[config.mk]
export PLATFORM = sky130hd
export DESIGN_NAME = queue_index_unit
export DESIGN_NICKNAME = d
export VERILOG_FILES = /design/src/include/qi_pkg.sv /design/src/verilog/queue_index_unit.sv /design/src/verilog/queue_ptr_pair.sv
export VERILOG_INCLUDE_DIRS = /design/src /design/src/include
export SDC_FILE = /design/constraint.sdc
export NUM_CORES = 1
export LEC_CHECK = 0
export ABC_CLOCK_PERIOD_IN_PS = 6600
export BUFFER_PORTS_ARGS = -buffer_cell sky130_fd_sc_hd__buf_4
export CAP_MARGIN = 20
export CORE_UTILIZATION = 30
export CTS_BUF_LIST = sky130_fd_sc_hd__clkbuf_16
export DETAILED_ROUTE_END_ITERATION = 6
export GPL_ROUTABILITY_DRIVEN = 0
export GPL_TIMING_DRIVEN = 0
export SLEW_MARGIN = 5
export SYNTH_ARGS = -nofsm -noshare
export SYNTH_HDL_FRONTEND = slang
export SYNTH_SLANG_ARGS = --single-unit
[constraint.sdc]
create_clock -name pclk -period 6.6 [get_ports pclk]
set_input_delay 0.33 -clock pclk [delete_from_list [all_inputs] [get_ports pclk]]
set_output_delay 0.33 -clock pclk [all_outputs]
set_load 0.05 [all_outputs]
[src/include/qi_consts.svh]
// Named constants for the circular queue index unit: widths, offsets,
// field positions, reset values and queue numbering.
// Assumes inclusion by bare name from the package and the design files.
`ifndef QI_CONSTS_SVH
`define QI_CONSTS_SVH

// Pointer and index widths
`define QI_PTR_W        20
`define QI_IDX_W        19
`define QI_LOG2_W       5
`define QI_MAX_LOG2     5'h13
`define QI_NQ           4

// Queue numbering: bit 0 set means the secure side
`define QI_Q_CMD_NS     0
`define QI_Q_CMD_S      1
`define QI_Q_EVT_NS     2
`define QI_Q_EVT_S      3

// Register window: queue number in paddr[5:4], register in paddr[3:0]
`define QI_OFF_FILL     4'h0
`define QI_OFF_DRAIN    4'h4
`define QI_OFF_CTRL     4'h8
`define QI_OFF_STAT     4'hc
`define QI_OFF_ID       8'h40
`define QI_OFF_LAST     8'h40
`define QI_ADDR_Q       5:4
`define QI_ADDR_REG     3:0
`define QI_ADDR_ALIGN   1:0
`define QI_Q_SEC_BIT    0

// Field positions
`define QI_CTRL_EN      0
`define QI_CTRL_LOG2    12:8
`define QI_STAT_EMPTY   0
`define QI_STAT_FULL    1
`define QI_STAT_BAD     2
`define QI_ID_LOG2      4:0
`define QI_ID_SEC       8

// Reset values
`define QI_PTR_RST      20'h00000
`define QI_LOG2_RST     5'h00
`define QI_WORD_RST     32'h0000_0000

`endif

[src/include/qi_pkg.sv]
// Types shared by the queue index unit and its pointer-pair leaf.
// Assumes qi_consts.svh is on the include path.
`include "qi_consts.svh"

package qi_pkg;

   // Software control of one queue
   typedef struct packed {
      logic                  en;
      logic [`QI_LOG2_W-1:0] log2;
   } qctl_t;

   // Observed state of one queue
   typedef struct packed {
      logic empty;
      logic full;
      logic bad;
   } qstat_t;

endpackage

[src/verilog/queue_index_unit.sv]
// Circular queue index unit: two command queues and two event queues,
// APB register access, device-side step ports.
// Assumes APB master on pclk, step requests from pclk logic and a
// secure-side strap pin from outside the clock domain.
// Pointers stay writable while a queue is disabled; only steps are gated.
//
// Register access over APB and the address map are this design's own decisions.
`timescale 1ns/1ns
`default_nettype none

`include "qi_consts.svh"

// How it works
// - Queues hold two to the n entries
// - Fill and drain pointers are 20 bits
// - Lap flag just above index, rest ignored
// - Equal slots, equal flags means empty
// - Equal slots, differing flags means full
// - Pointers name next write and read slots
// - Owner toggles lap flag on wrap
// - Indexes only increment or wrap
// - Command queue: software fills, device drains
// - Event queues: device fills, software drains
// - Inconsistent pointers stop device stepping
// - All entries may be valid at once
// - Software picks size up to maximum
// - One command queue per security state, in order
// - Secure event queue only when secure present
// - Output queues appended strictly sequentially
module queue_index_unit
   import qi_pkg::*;
(
   input  wire logic                            pclk,
   input  wire logic                            presetn,
   input  wire logic                            psel,
   input  wire logic                            penable,
   input  wire logic                            pwrite,
   input  wire logic [7:0]                      paddr,
   input  wire logic [31:0]                     pwdata,
   output var  logic [31:0]                     prdata,
   output var  logic                            pready,
   output var  logic                            pslverr,
   input  wire logic                            secure_side_present,
   input  wire logic [`QI_NQ-1:0]               step_req,
   output var  logic [`QI_NQ-1:0]               step_ack,
   output var  logic [`QI_NQ-1:0][`QI_IDX_W-1:0] step_slot,
   output var  logic [`QI_NQ-1:0]               q_empty,
   output var  logic [`QI_NQ-1:0]               q_full
);

   logic                              sec_meta_q;
   logic                              sec_q;
   qctl_t [`QI_NQ-1:0]                ctl_q;
   qctl_t [`QI_NQ-1:0]                ctl_d;
   qctl_t [`QI_NQ-1:0]                ctl_eff;
   logic [31:0]                       prdata_d;
   logic                              pready_d;
   logic                              pslverr_d;
   logic [`QI_NQ-1:0]                 step_ack_d;
   logic [`QI_NQ-1:0][`QI_IDX_W-1:0]  step_slot_d;
   logic [`QI_NQ-1:0]                 wr_fill;
   logic [`QI_NQ-1:0]                 wr_drain;
   logic [`QI_NQ-1:0]                 empty_v;
   logic [`QI_NQ-1:0]                 full_v;
   logic [`QI_NQ-1:0][`QI_PTR_W-1:0]  fill_v;
   logic [`QI_NQ-1:0][`QI_PTR_W-1:0]  drain_v;
   qstat_t [`QI_NQ-1:0]               stat_v;
   logic [`QI_NQ-1:0]                 go_v;
   logic [`QI_NQ-1:0][`QI_IDX_W-1:0]  slot_v;
   logic                              take;
   logic                              unmapped;
   logic [1:0]                        qsel;
   logic [3:0]                        rsel;
   logic [`QI_LOG2_W-1:0]             log2_w;

   // ************************************************************
   // Strap synchroniser
   // ************************************************************

   // The strap is a pin; only the second flop is ever read
   always_ff @(posedge pclk or negedge presetn) begin
      if (!presetn) begin
         sec_meta_q <= 1'b0;
         sec_q      <= 1'b0;
      end else begin
         sec_meta_q <= secure_side_present;
         sec_q      <= sec_meta_q;
      end
   end

   // ************************************************************
   // Queue pointer pairs
   // ************************************************************

   // Secure queues stay dormant until the strap says the side exists
   always_comb begin
      for (int i = 0; i < `QI_NQ; i++) begin
         ctl_eff[i]    = ctl_q[i];
         ctl_eff[i].en = ctl_q[i].en && (i[`QI_Q_SEC_BIT] == 1'b0 || sec_q);
      end
      ctl_eff[`QI_Q_EVT_S].en = ctl_q[`QI_Q_EVT_S].en && sec_q;
   end

   // Lower-numbered half consumes commands, upper half produces events
   for (genvar g = 0; g < `QI_NQ; g++) begin : g_q
      queue_ptr_pair #(
         .DEV_FILL_POINTER (g >= `QI_Q_EVT_NS)
      ) u_pair (
         .clk       (pclk),
         .rst_n     (presetn),
         .ctl       (ctl_eff[g]),
         .wr_fill   (wr_fill[g]),
         .wr_drain  (wr_drain[g]),
         .wdata     (pwdata[`QI_PTR_W-1:0]),
         .step_req  (step_req[g]),
         .fill_q    (fill_v[g]),
         .drain_q   (drain_v[g]),
         .stat      (stat_v[g]),
         .step_go   (go_v[g]),
         .step_slot (slot_v[g])
      );
   end

   // ************************************************************
   // APB slave
   // ************************************************************

   // One wait state: pready rises in the second access cycle, so
   // prdata can come from a flop without a combinational path
   always_comb begin
      take      = psel && penable && pready;
      qsel      = paddr[`QI_ADDR_Q];
      rsel      = paddr[`QI_ADDR_REG];
      unmapped  = (paddr[`QI_ADDR_ALIGN] != 2'h0) || (paddr > `QI_OFF_LAST);
      log2_w    = pwdata[`QI_CTRL_LOG2];
      // Sizes above the supported maximum clamp to it
      if (log2_w > `QI_MAX_LOG2) begin
         log2_w = `QI_MAX_LOG2;
      end
      ctl_d     = ctl_q;
      wr_fill   = '0;
      wr_drain  = '0;
      if (take && pwrite && !unmapped && paddr < `QI_OFF_ID) begin
         case (rsel)
            `QI_OFF_FILL: begin
               wr_fill[qsel] = 1'b1;
            end
            `QI_OFF_DRAIN: begin
               wr_drain[qsel] = 1'b1;
            end
            `QI_OFF_CTRL: begin
               ctl_d[qsel].en   = pwdata[`QI_CTRL_EN];
               ctl_d[qsel].log2 = log2_w;
            end
            default: begin
               ctl_d = ctl_q;
            end
         endcase
      end
      pready_d  = psel && penable && !pready;
      pslverr_d = pready_d && unmapped;
      prdata_d  = `QI_WORD_RST;
      if (pready_d && !pwrite && !unmapped) begin
         if (paddr == `QI_OFF_ID) begin
            prdata_d[`QI_ID_LOG2] = `QI_MAX_LOG2;
            prdata_d[`QI_ID_SEC]  = sec_q;
         end else begin
            case (rsel)
               `QI_OFF_FILL: begin
                  prdata_d[`QI_PTR_W-1:0] = fill_v[qsel];
               end
               `QI_OFF_DRAIN: begin
                  prdata_d[`QI_PTR_W-1:0] = drain_v[qsel];
               end
               `QI_OFF_CTRL: begin
                  prdata_d[`QI_CTRL_EN]   = ctl_q[qsel].en;
                  prdata_d[`QI_CTRL_LOG2] = ctl_q[qsel].log2;
               end
               default: begin
                  prdata_d[`QI_STAT_EMPTY] = stat_v[qsel].empty;
                  prdata_d[`QI_STAT_FULL]  = stat_v[qsel].full;
                  prdata_d[`QI_STAT_BAD]   = stat_v[qsel].bad;
               end
            endcase
         end
      end
   end

   // ************************************************************
   // Step answers and status outputs
   // ************************************************************

   // Slot is held between steps so the user may sample it late
   always_comb begin
      step_ack_d  = go_v;
      step_slot_d = step_slot;
      for (int i = 0; i < `QI_NQ; i++) begin
         empty_v[i] = stat_v[i].empty;
         full_v[i]  = stat_v[i].full;
         if (go_v[i]) begin
            step_slot_d[i] = slot_v[i];
         end
      end
   end

   // All top outputs come from these flops
   always_ff @(posedge pclk or negedge presetn) begin
      if (!presetn) begin
         for (int i = 0; i < `QI_NQ; i++) begin
            ctl_q[i].en   <= 1'b0;
            ctl_q[i].log2 <= `QI_LOG2_RST;
         end
         prdata    <= `QI_WORD_RST;
         pready    <= 1'b0;
         pslverr   <= 1'b0;
         step_ack  <= '0;
         step_slot <= '0;
         q_empty   <= '0;
         q_full    <= '0;
      end else begin
         ctl_q     <= ctl_d;
         prdata    <= prdata_d;
         pready    <= pready_d;
         pslverr   <= pslverr_d;
         step_ack  <= step_ack_d;
         step_slot <= step_slot_d;
         for (int i = 0; i < `QI_NQ; i++) begin
            q_empty[i] <= stat_v[i].empty;
            q_full[i]  <= stat_v[i].full;
         end
      end
   end
endmodule

`default_nettype wire

[src/verilog/queue_ptr_pair.sv]
// One queue's fill and drain pointers with lap-flag empty/full logic.
// Assumes a single clock; software writes and device steps come from the
// same domain as clk.
`timescale 1ns/1ns
`default_nettype none

`include "qi_consts.svh"

module queue_ptr_pair
   import qi_pkg::*;
#(
   parameter bit DEV_FILL_POINTER = 1'b0
) (
   input  wire logic                  clk,
   input  wire logic                  rst_n,
   input  wire qctl_t                 ctl,
   input  wire logic                  wr_fill,
   input  wire logic                  wr_drain,
   input  wire logic [`QI_PTR_W-1:0]  wdata,
   input  wire logic                  step_req,
   output var  logic [`QI_PTR_W-1:0]  fill_q,
   output var  logic [`QI_PTR_W-1:0]  drain_q,
   output var  qstat_t                stat,
   output var  logic                  step_go,
   output var  logic [`QI_IDX_W-1:0]  step_slot
);

   logic [`QI_PTR_W-1:0] idx_mask;
   logic [`QI_PTR_W-1:0] fld_mask;
   logic [`QI_PTR_W-1:0] wrap_bit;
   logic [`QI_PTR_W-1:0] f_idx;
   logic [`QI_PTR_W-1:0] d_idx;
   logic                 f_wr;
   logic                 d_wr;
   logic [`QI_PTR_W-1:0] own;
   logic [`QI_PTR_W-1:0] own_next;
   logic                 own_wr;
   logic [`QI_PTR_W-1:0] fill_d;
   logic [`QI_PTR_W-1:0] drain_d;
   logic [`QI_PTR_W-1:0] cnt;

   // ************************************************************
   // Lap-flag decode and the device step
   // ************************************************************

   // Lap flag sits just above the index; bits above it are ignored
   always_comb begin
      idx_mask  = (`QI_PTR_W'(1) << ctl.log2) - `QI_PTR_W'(1);
      fld_mask  = {idx_mask[`QI_PTR_W-2:0], 1'b1};
      wrap_bit  = `QI_PTR_W'(1) << ctl.log2;
      f_idx     = fill_q & idx_mask;
      d_idx     = drain_q & idx_mask;
      f_wr      = |(fill_q & wrap_bit);
      d_wr      = |(drain_q & wrap_bit);
      stat.empty = (f_idx == d_idx) && (f_wr == d_wr);
      stat.full  = (f_idx == d_idx) && (f_wr != d_wr);
      // Inconsistent pair: producer ahead with lap flags apart, or behind
      stat.bad   = (f_wr == d_wr) ? (f_idx < d_idx) : (f_idx > d_idx);
      own       = DEV_FILL_POINTER ? fill_q : drain_q;
      own_wr    = DEV_FILL_POINTER ? wr_fill : wr_drain;
      // A step in the cycle of a software write to the same pointer is
      // refused, not merged, so the write never loses a step silently
      step_go   = step_req && ctl.en && !own_wr && !stat.bad
                  && (DEV_FILL_POINTER ? !stat.full : !stat.empty);
      step_slot = own[`QI_IDX_W-1:0] & idx_mask[`QI_IDX_W-1:0];
      // Carry out of the index lands in the lap flag: wrap toggles it
      own_next  = (own & ~fld_mask) | ((own + `QI_PTR_W'(1)) & fld_mask);
      fill_d    = fill_q;
      drain_d   = drain_q;
      if (wr_fill) begin
         fill_d = wdata;
      end else if (DEV_FILL_POINTER && step_go) begin
         fill_d = own_next;
      end
      if (wr_drain) begin
         drain_d = wdata;
      end else if (!DEV_FILL_POINTER && step_go) begin
         drain_d = own_next;
      end
      cnt = (fill_q - drain_q) & fld_mask;
   end

   // Pointer registers
   always_ff @(posedge clk or negedge rst_n) begin
      if (!rst_n) begin
         fill_q  <= `QI_PTR_RST;
         drain_q <= `QI_PTR_RST;
      end else begin
         fill_q  <= fill_d;
         drain_q <= drain_d;
      end
   end
endmodule

`default_nettype wire

==> impl_metrics.yaml, run 1 <==
synth:
  synthCells: 2139
  ys_types: 75
  synth_edf_count: 0
  yosysWarnings: 0
  ys_seq_area_share_pct: 37.17
  avgSynthCellArea_um2: 9.316
  synth-main-ff-cell: "dfrtp_1"
  ys_ff_latch: 296
  netlist_area_mm2: 0.01993
  async_flop_share_pct: 100.0
floorplanning:
  chipWidth_um: 259.7
  rows: 94
  coreArea_mm2: 0.06575
  ios: 172
  initial_utilization_pct: 30.31
  die_area_mm2: 0.06746
  die_y_um: 259.7
setup_path:
  reg2reg_to: "prdata[2]$_DFF_PN0_"
  rr_worst_depth: 21
  crit_path_top_delay_cell: "nor4_1"
  cp.arrival_ns: 6.69
  crit_type: "register to register"
  crit_chain: "buf_2 > nor3_2 > nand2_1 > ha_1 > or4_1 > nand2_1 > a22o_1 > a21oi_1 > nor2b_1 > inv_1 > ha_1 > nand4_1 > nor4_1 > a21bo_2 > nand3_1 > o211ai_1 > a21oi_1 > clkbuf_1 > a211oi_1 > a311o_1 > a211oi_1"
  worst-path-max-fanout: 10
  regToRegSetupSlack_ns: 0.31
  end_kind: "register"
  startpoint_type: "register"
  cpPeakStageDelay_ns: 0.51
  crit_required_ns: 6.99
  r2r-start: "ctl_eff[2]$_DFFE_PN0P_"
routing:
  drt-vias-per-instance: 5.984
  wirelength_um: 84770
  first_iter_violations: 2646
  vias: 19280
  drt-pass1-iter-count: 7
  drt-wirelength-per-cell_um: 26.31
  antenna_left: 0
  remaining_drc_errors: 0
clock_network:
  clock_latency_ns: 0.58
  cts_tree: "yes"
  cts_buffer_depth: 3
  cts_max_level: 2
  cts.sinks: 296
  path_clk_slew_ns: 0.06
  cts_made_buffers: 36
  root_buffer: "clkbuf_16"
timing:
  max_slew_margin_pct: 16.88
  worstMarginPinSlew_ns: 1.247
  setup_ws_ns: 0.3084
  hold_violations: 0
  layout_worst_path_cycle_share_pct: 95.33
  layout_min_cycle_time_ns: 6.292
  setup_viol: 0
  fin_skew_ns: 0.03345
  final-max-slew-violation-count: 0
  fmax_mhz: 158.9
power_and_ir_drop:
  peakVddDrop_mv: 0.1286
  leakage_nw: 10.17
  pwr_density_cell_mw_per_mm2: 173.7
min_path:
  hp-start: "pwdata[0]"
  whs_path_depth: 2
  worst_hold_path.endpoint: "g_q[1].u_pair.fill_q[0]$_DFFE_PN0P_"
  hold_path_class: "input port to register"
layout:
  syn2layout_area_growth_pct: 17.65
  multi_input_area_mm2: 0.01184
  final_nets: 2476
  layout_commonest_cell: "dfrtp_1"
  final_cells: 3222
  mostFrequentLayoutCells: "dfrtp_1, nand2_1, o21ai_0"
  drive_above_1_share_pct: 19.38
  fillers: 6643
  antenna_cells: 0
  ff_latch_area_mm2: 0.007407
  final_core_util_pct: 35.66
grt:
  grt_first_pass_wirelength_um: 122700
  overflow: 0
  antenna_found_initial: 5
  grt_pass1_vias: 18410
  grt_usage_pct: 24.65
  grt_max_degree: 84
run:
  maxCapViolations: 0
place:
  place_ws_ns: -0.6764
  portBuffers: 143
  dp_hpwl_um: 64570
  dp.cells: 3163
status:
  status: "finished clean"
## through the flow
stage	setup TNS (ns)	hold slack [ns]	cell area, µm²	power [mW]
final	0	0.06904	23450	4.073
after global placement	-20.77	0.3452	22120	2.088
after global routing	-0.01206	0.06047	23450	4.193
after detailed placement	-16.90	0.2985	22240	2.099
after floorplan	0	0.03441	19970	1.961
after CTS	0	0.05709	23430	4.096
## worst max-delay path: cells and delay by family (launching register included)
family	cells	cell delay [ns]
adder cells (fa/ha/maj)	2	0.65
flip-flops	1	0.35
AND/OR/NAND/NOR	8	2.20
AO/OA/AOI/OAI	8	2.09
buffers and inverters	3	0.80
## metal layers
| metal | global-route usage (%) | up-vias | part of all wire, % | wire length, µm |
|---|---|---|---|---|
| li1 | - | 8219 | - | - |
| met1 | 31.68 | 9349 | 38 | 32100 |
| met2 | 36.97 | 1333 | 43 | 36030 |
| met3 | 7.251 | 375 | 13 | 10770 |
| met4 | 13.63 | 6 | 6.9 | 5815 |
| met5 | 0 | - | 0.058 | 49 |
## Yosys cell counts, types with 17 or more instances
library cell / number / share of area [%]
a22oi_1: 25 / 0.94
nand4_1: 30 / 0.94
and2_1: 52 / 1.6
dfrtp_1: 296 / 37
a21o_1: 19 / 0.72
buf_1: 19 / 0.36
nor3_1: 44 / 1.1
mux2i_1: 19 / 0.95
mux4_2: 55 / 6.2
mux2_2: 141 / 8.0
nand3_1: 64 / 1.6
or3_1: 17 / 0.53
and3_1: 41 / 1.3
a21oi_1: 97 / 2.4
o21ai_0: 162 / 4.1
nor4_1: 40 / 1.3
clkbuf_1: 108 / 2.0
nand2_1: 265 / 5.0
ha_1: 88 / 5.5
or4_1: 17 / 0.64
nor2b_1: 49 / 1.5
inv_1: 26 / 0.49
nor2_1: 134 / 2.5
a31oi_1: 26 / 0.82
nand2b_1: 31 / 0.97
xnor2_1: 44 / 1.9
## power by group
| part | switching (mW) | internal [mW] |
|---|---|---|
| sequential | 0.00732 | 1.82 |
| clock | 0.798 | 1.20 |
| combinational | 0.179 | 0.0654 |
| total | 0.984 | 3.09 |
## kinds of logic (layout without fill, tap and decap cells)
kind of cell,after synthesis,after routing,synth area share [%]
simple gates,860,860,22.19
compound gates,442,442,13.71
flops,296,296,37.17
mux,215,215,15.14
buf+inv,180,388,3.748
fa+ha+maj,88,88,5.525
xor+xnor,57,57,2.505
other cells,1,12,0.01882
## timing repair
item,4_1_cts,5_1_grt
gates resized for setup,7,9
pin swaps,0,0
buffers inserted,0,0
hold buffers,2,0
hold endpoints to repair,59,0
endpoints found under the setup margin,39,38
## cell type report
cell class | instances | share of cell area (%)
multi-input combinational | 1674 | 50.50
sequential | 296 | 31.59
timing repair buffer | 151 | 5.166
tap | 864 | 4.611
clock buffer | 37 | 3.949
buffer | 152 | 2.780
clock inverter | 21 | 0.9713
inverter | 27 | 0.4323
## how the worst max path moves through the flow
stage,start,end,slack [ns],cells after the start
floorplan,ctl_eff[22]$_DFFE_PN0P_,step_slot[66]$_DFFE_PN0P_,1.50,23
global placement,ctl_eff[22]$_DFFE_PN0P_,step_slot[71]$_DFFE_PN0P_,-0.76,21
detailed placement,ctl_eff[22]$_DFFE_PN0P_,step_slot[68]$_DFFE_PN0P_,-0.68,21
CTS,ctl_eff[22]$_DFFE_PN0P_,step_slot[68]$_DFFE_PN0P_,0.06,23
global route,ctl_eff[21]$_DFFE_PN0P_,register,-0.01,26
finish,ctl_eff[2]$_DFFE_PN0P_,prdata[2]$_DFF_PN0_,0.31,21
Note: power is estimated with default switching activity, not from simulation.
==> run 2, diff against run 1 <==
--- a/config.mk
+++ b/config.mk
@@ -8,7 +8,7 @@
 export LEC_CHECK = 0
 export ABC_CLOCK_PERIOD_IN_PS = 6600
 export BUFFER_PORTS_ARGS = -buffer_cell sky130_fd_sc_hd__buf_4
-export CAP_MARGIN = 20
+export CAP_MARGIN = 0
 export CORE_UTILIZATION = 30
 export CTS_BUF_LIST = sky130_fd_sc_hd__clkbuf_16
 export DETAILED_ROUTE_END_ITERATION = 6
==> constraint.sdc (replaced) <==
create_clock -name pclk -period 6.6 [get_ports pclk]
set_input_delay 0.66 -clock pclk [delete_from_list [all_inputs] [get_ports pclk]]
set_output_delay 0.66 -clock pclk [all_outputs]
set_load 0.05 [all_outputs]
==> run 2 against run 1 <==
  * The run now ends with max-capacitance violations, max-slew violations left
  * Non-clock buffer count down 5
  * Clock power decreased by 3%
  * Global-route usage barely moved
  * First-iteration DRC count shrank 1.4%
  * Sequential cell count unchanged
  * Core utilization is 0.086 points lower
  * Critical endpoint unchanged
==> impl_metrics.yaml, run 2 (synthesis results as in run 1) <==
status:
  status: "finished with violations"
  violations: "max-capacitance violations, max-slew violations"
place:
  dp.cells: 3160
  dp_hpwl_um: 64260
  portBuffers: 143
  placed_cell_area_mm2: 0.02221
power_and_ir_drop:
  p_total_mw: 4.008
  pwr_density_cell_mw_per_mm2: 171.4
  leakage_nw: 10.15
  peakVddDrop_mv: 0.1342
grt:
  overflow: 0
  antenna_found_initial: 6
  grt_first_pass_wirelength_um: 122600
  grt_usage_pct: 24.63
  grt_max_degree: 84
  grt_pass1_vias: 18400
setup_path:
  crit_required_ns: 7.01
  r2r-start: "ctl_eff[2]$_DFFE_PN0P_"
  crit_path_top_delay_cell: "nor4_1"
  regToRegSetupSlack_ns: 0.21
  end_kind: "register"
  crit_start: "ctl_eff[2]$_DFFE_PN0P_"
  reg2reg_to: "prdata[2]$_DFF_PN0_"
  crit_chain: "buf_2 > nor3_2 > nand2_1 > ha_1 > or4_1 > nand2_1 > a22o_1 > a21oi_1 > nor2b_1 > inv_1 > ha_1 > nand4_1 > nor4_1 > a21bo_2 > nand3_1 > o211ai_1 > a21oi_1 > clkbuf_1 > a211oi_1 > a311o_1 > a211oi_1"
  crit_type: "register to register"
  rr_worst_depth: 21
  startpoint_type: "register"
  cp.arrival_ns: 6.79
  worst-path-max-fanout: 10
  cpPeakStageDelay_ns: 0.53
timing:
  fmax_mhz: 156.6
  layout_min_cycle_time_ns: 6.386
  max_slew_margin_pct: -0.5442
  worstMarginPinSlew_ns: 1.497
  final-max-slew-violation-count: 1
  layout_worst_path_cycle_share_pct: 96.76
  fin_skew_ns: 0.03800
  grt_setup_unrepaired: "no"
  hold_violations: 0
  fin_hold_ws_ns: 0.02809
  setup_viol: 0
layout:
  final_core_util_pct: 35.57
  final_cells: 3226
  mostFrequentLayoutCells: "dfrtp_1, nand2_1, o21ai_0"
  final_cell_area_mm2: 0.02339
  final_nets: 2471
  syn2layout_area_growth_pct: 17.37
  layout_commonest_cell: "dfrtp_1"
  drive_above_1_share_pct: 19.19
clock_network:
  root_buffer: "clkbuf_16"
  cts_tree: "yes"
  clock_latency_ns: 0.59
  ctsHoldBuffers: 0
  cts_made_buffers: 36
  cts_setup_buffers: 0
  cts_buffer_depth: 3
  cts_max_level: 2
  cts.sinks: 296
  post_cts_resized: 7
  path_clk_slew_ns: 0.06
routing:
  drt-wirelength-per-cell_um: 26.18
  antenna_left: 0
  wirelength_um: 84460
  first_iter_violations: 2610
  remaining_drc_errors: 0
  vias: 19330
  drt-pass1-iter-count: 6
  drt-vias-per-instance: 5.991
floorplanning:
  ios: 172
  chipWidth_um: 259.7
  die_y_um: 259.7
  initial_utilization_pct: 30.31
  coreArea_mm2: 0.06575
  die_area_mm2: 0.06746
  rows: 94
min_path:
  hold_path_class: "input port to async pin"
run:
  maxCapViolations: 1
==> run 2: final cells by class <==
type	instances	area, µm²
antenna	2	5.005
buffer	152	653.1
clock buffer	37	925.9
clock inverter	28	206.4
fill	6600	42360
inverter	27	101.3
multi-input combinational	1674	11850
sequential	296	7407
tap	864	1081
timing repair buffer	146	1164
==> run 2: worst max path at each step <==
stage,slack (ns),cells past startpoint,to
3_3_place_gp,-0.76,21,step_slot[71]$_DFFE_PN0P_
5_1_grt,0.04,24,step_slot[67]$_DFFE_PN0P_
2_1_floorplan,1.50,23,step_slot[66]$_DFFE_PN0P_
6_report,0.21,21,prdata[2]$_DFF_PN0_
3_5_place_dp,-0.69,21,step_slot[68]$_DFFE_PN0P_
4_1_cts,0.03,23,register
==> run 2: metal layers <==
| metal | global-route usage [%] | up-vias | wire length (µm) |
|---|---|---|---|
| li1 | - | 8226 | - |
| met1 | 31.34 | 9431 | 31720 |
| met2 | 36.44 | 1324 | 35880 |
| met3 | 8.021 | 341 | 11050 |
| met4 | 13.97 | 6 | 5691 |
| met5 | 1.140 | - | 125 |
==> run 2: power breakdown <==
| group | total (mW) | switching (mW) | internal (mW) |
|---|---|---|---|
| clock | 1.94 | 0.806 | 1.13 |
| combinational | 0.242 | 0.178 | 0.0639 |
| sequential | 1.83 | 0.00728 | 1.82 |
| total | 4.01 | 0.992 | 3.02 |
==> run 2: critical path, delay by kind of cell, from the launching register on <==
kind / cells / cell delay [ns]
AO/OA/AOI/OAI: 8 / 2.16
adder cells (fa/ha/maj): 2 / 0.65
buffers and inverters: 3 / 0.81
flip-flops: 1 / 0.35
AND/OR/NAND/NOR: 8 / 2.26
==> run 2: stage by stage <==
| step | setup slack, ns | TNS, ns |
|---|---|---|
| finish | 0.2138 | 0 |
| global placement | -0.7615 | -20.77 |
| global route | 0.03774 | 0 |
| detailed placement | -0.6858 | -17.34 |
| CTS | 0.02707 | 0 |
| floorplan | 1.505 | 0 |
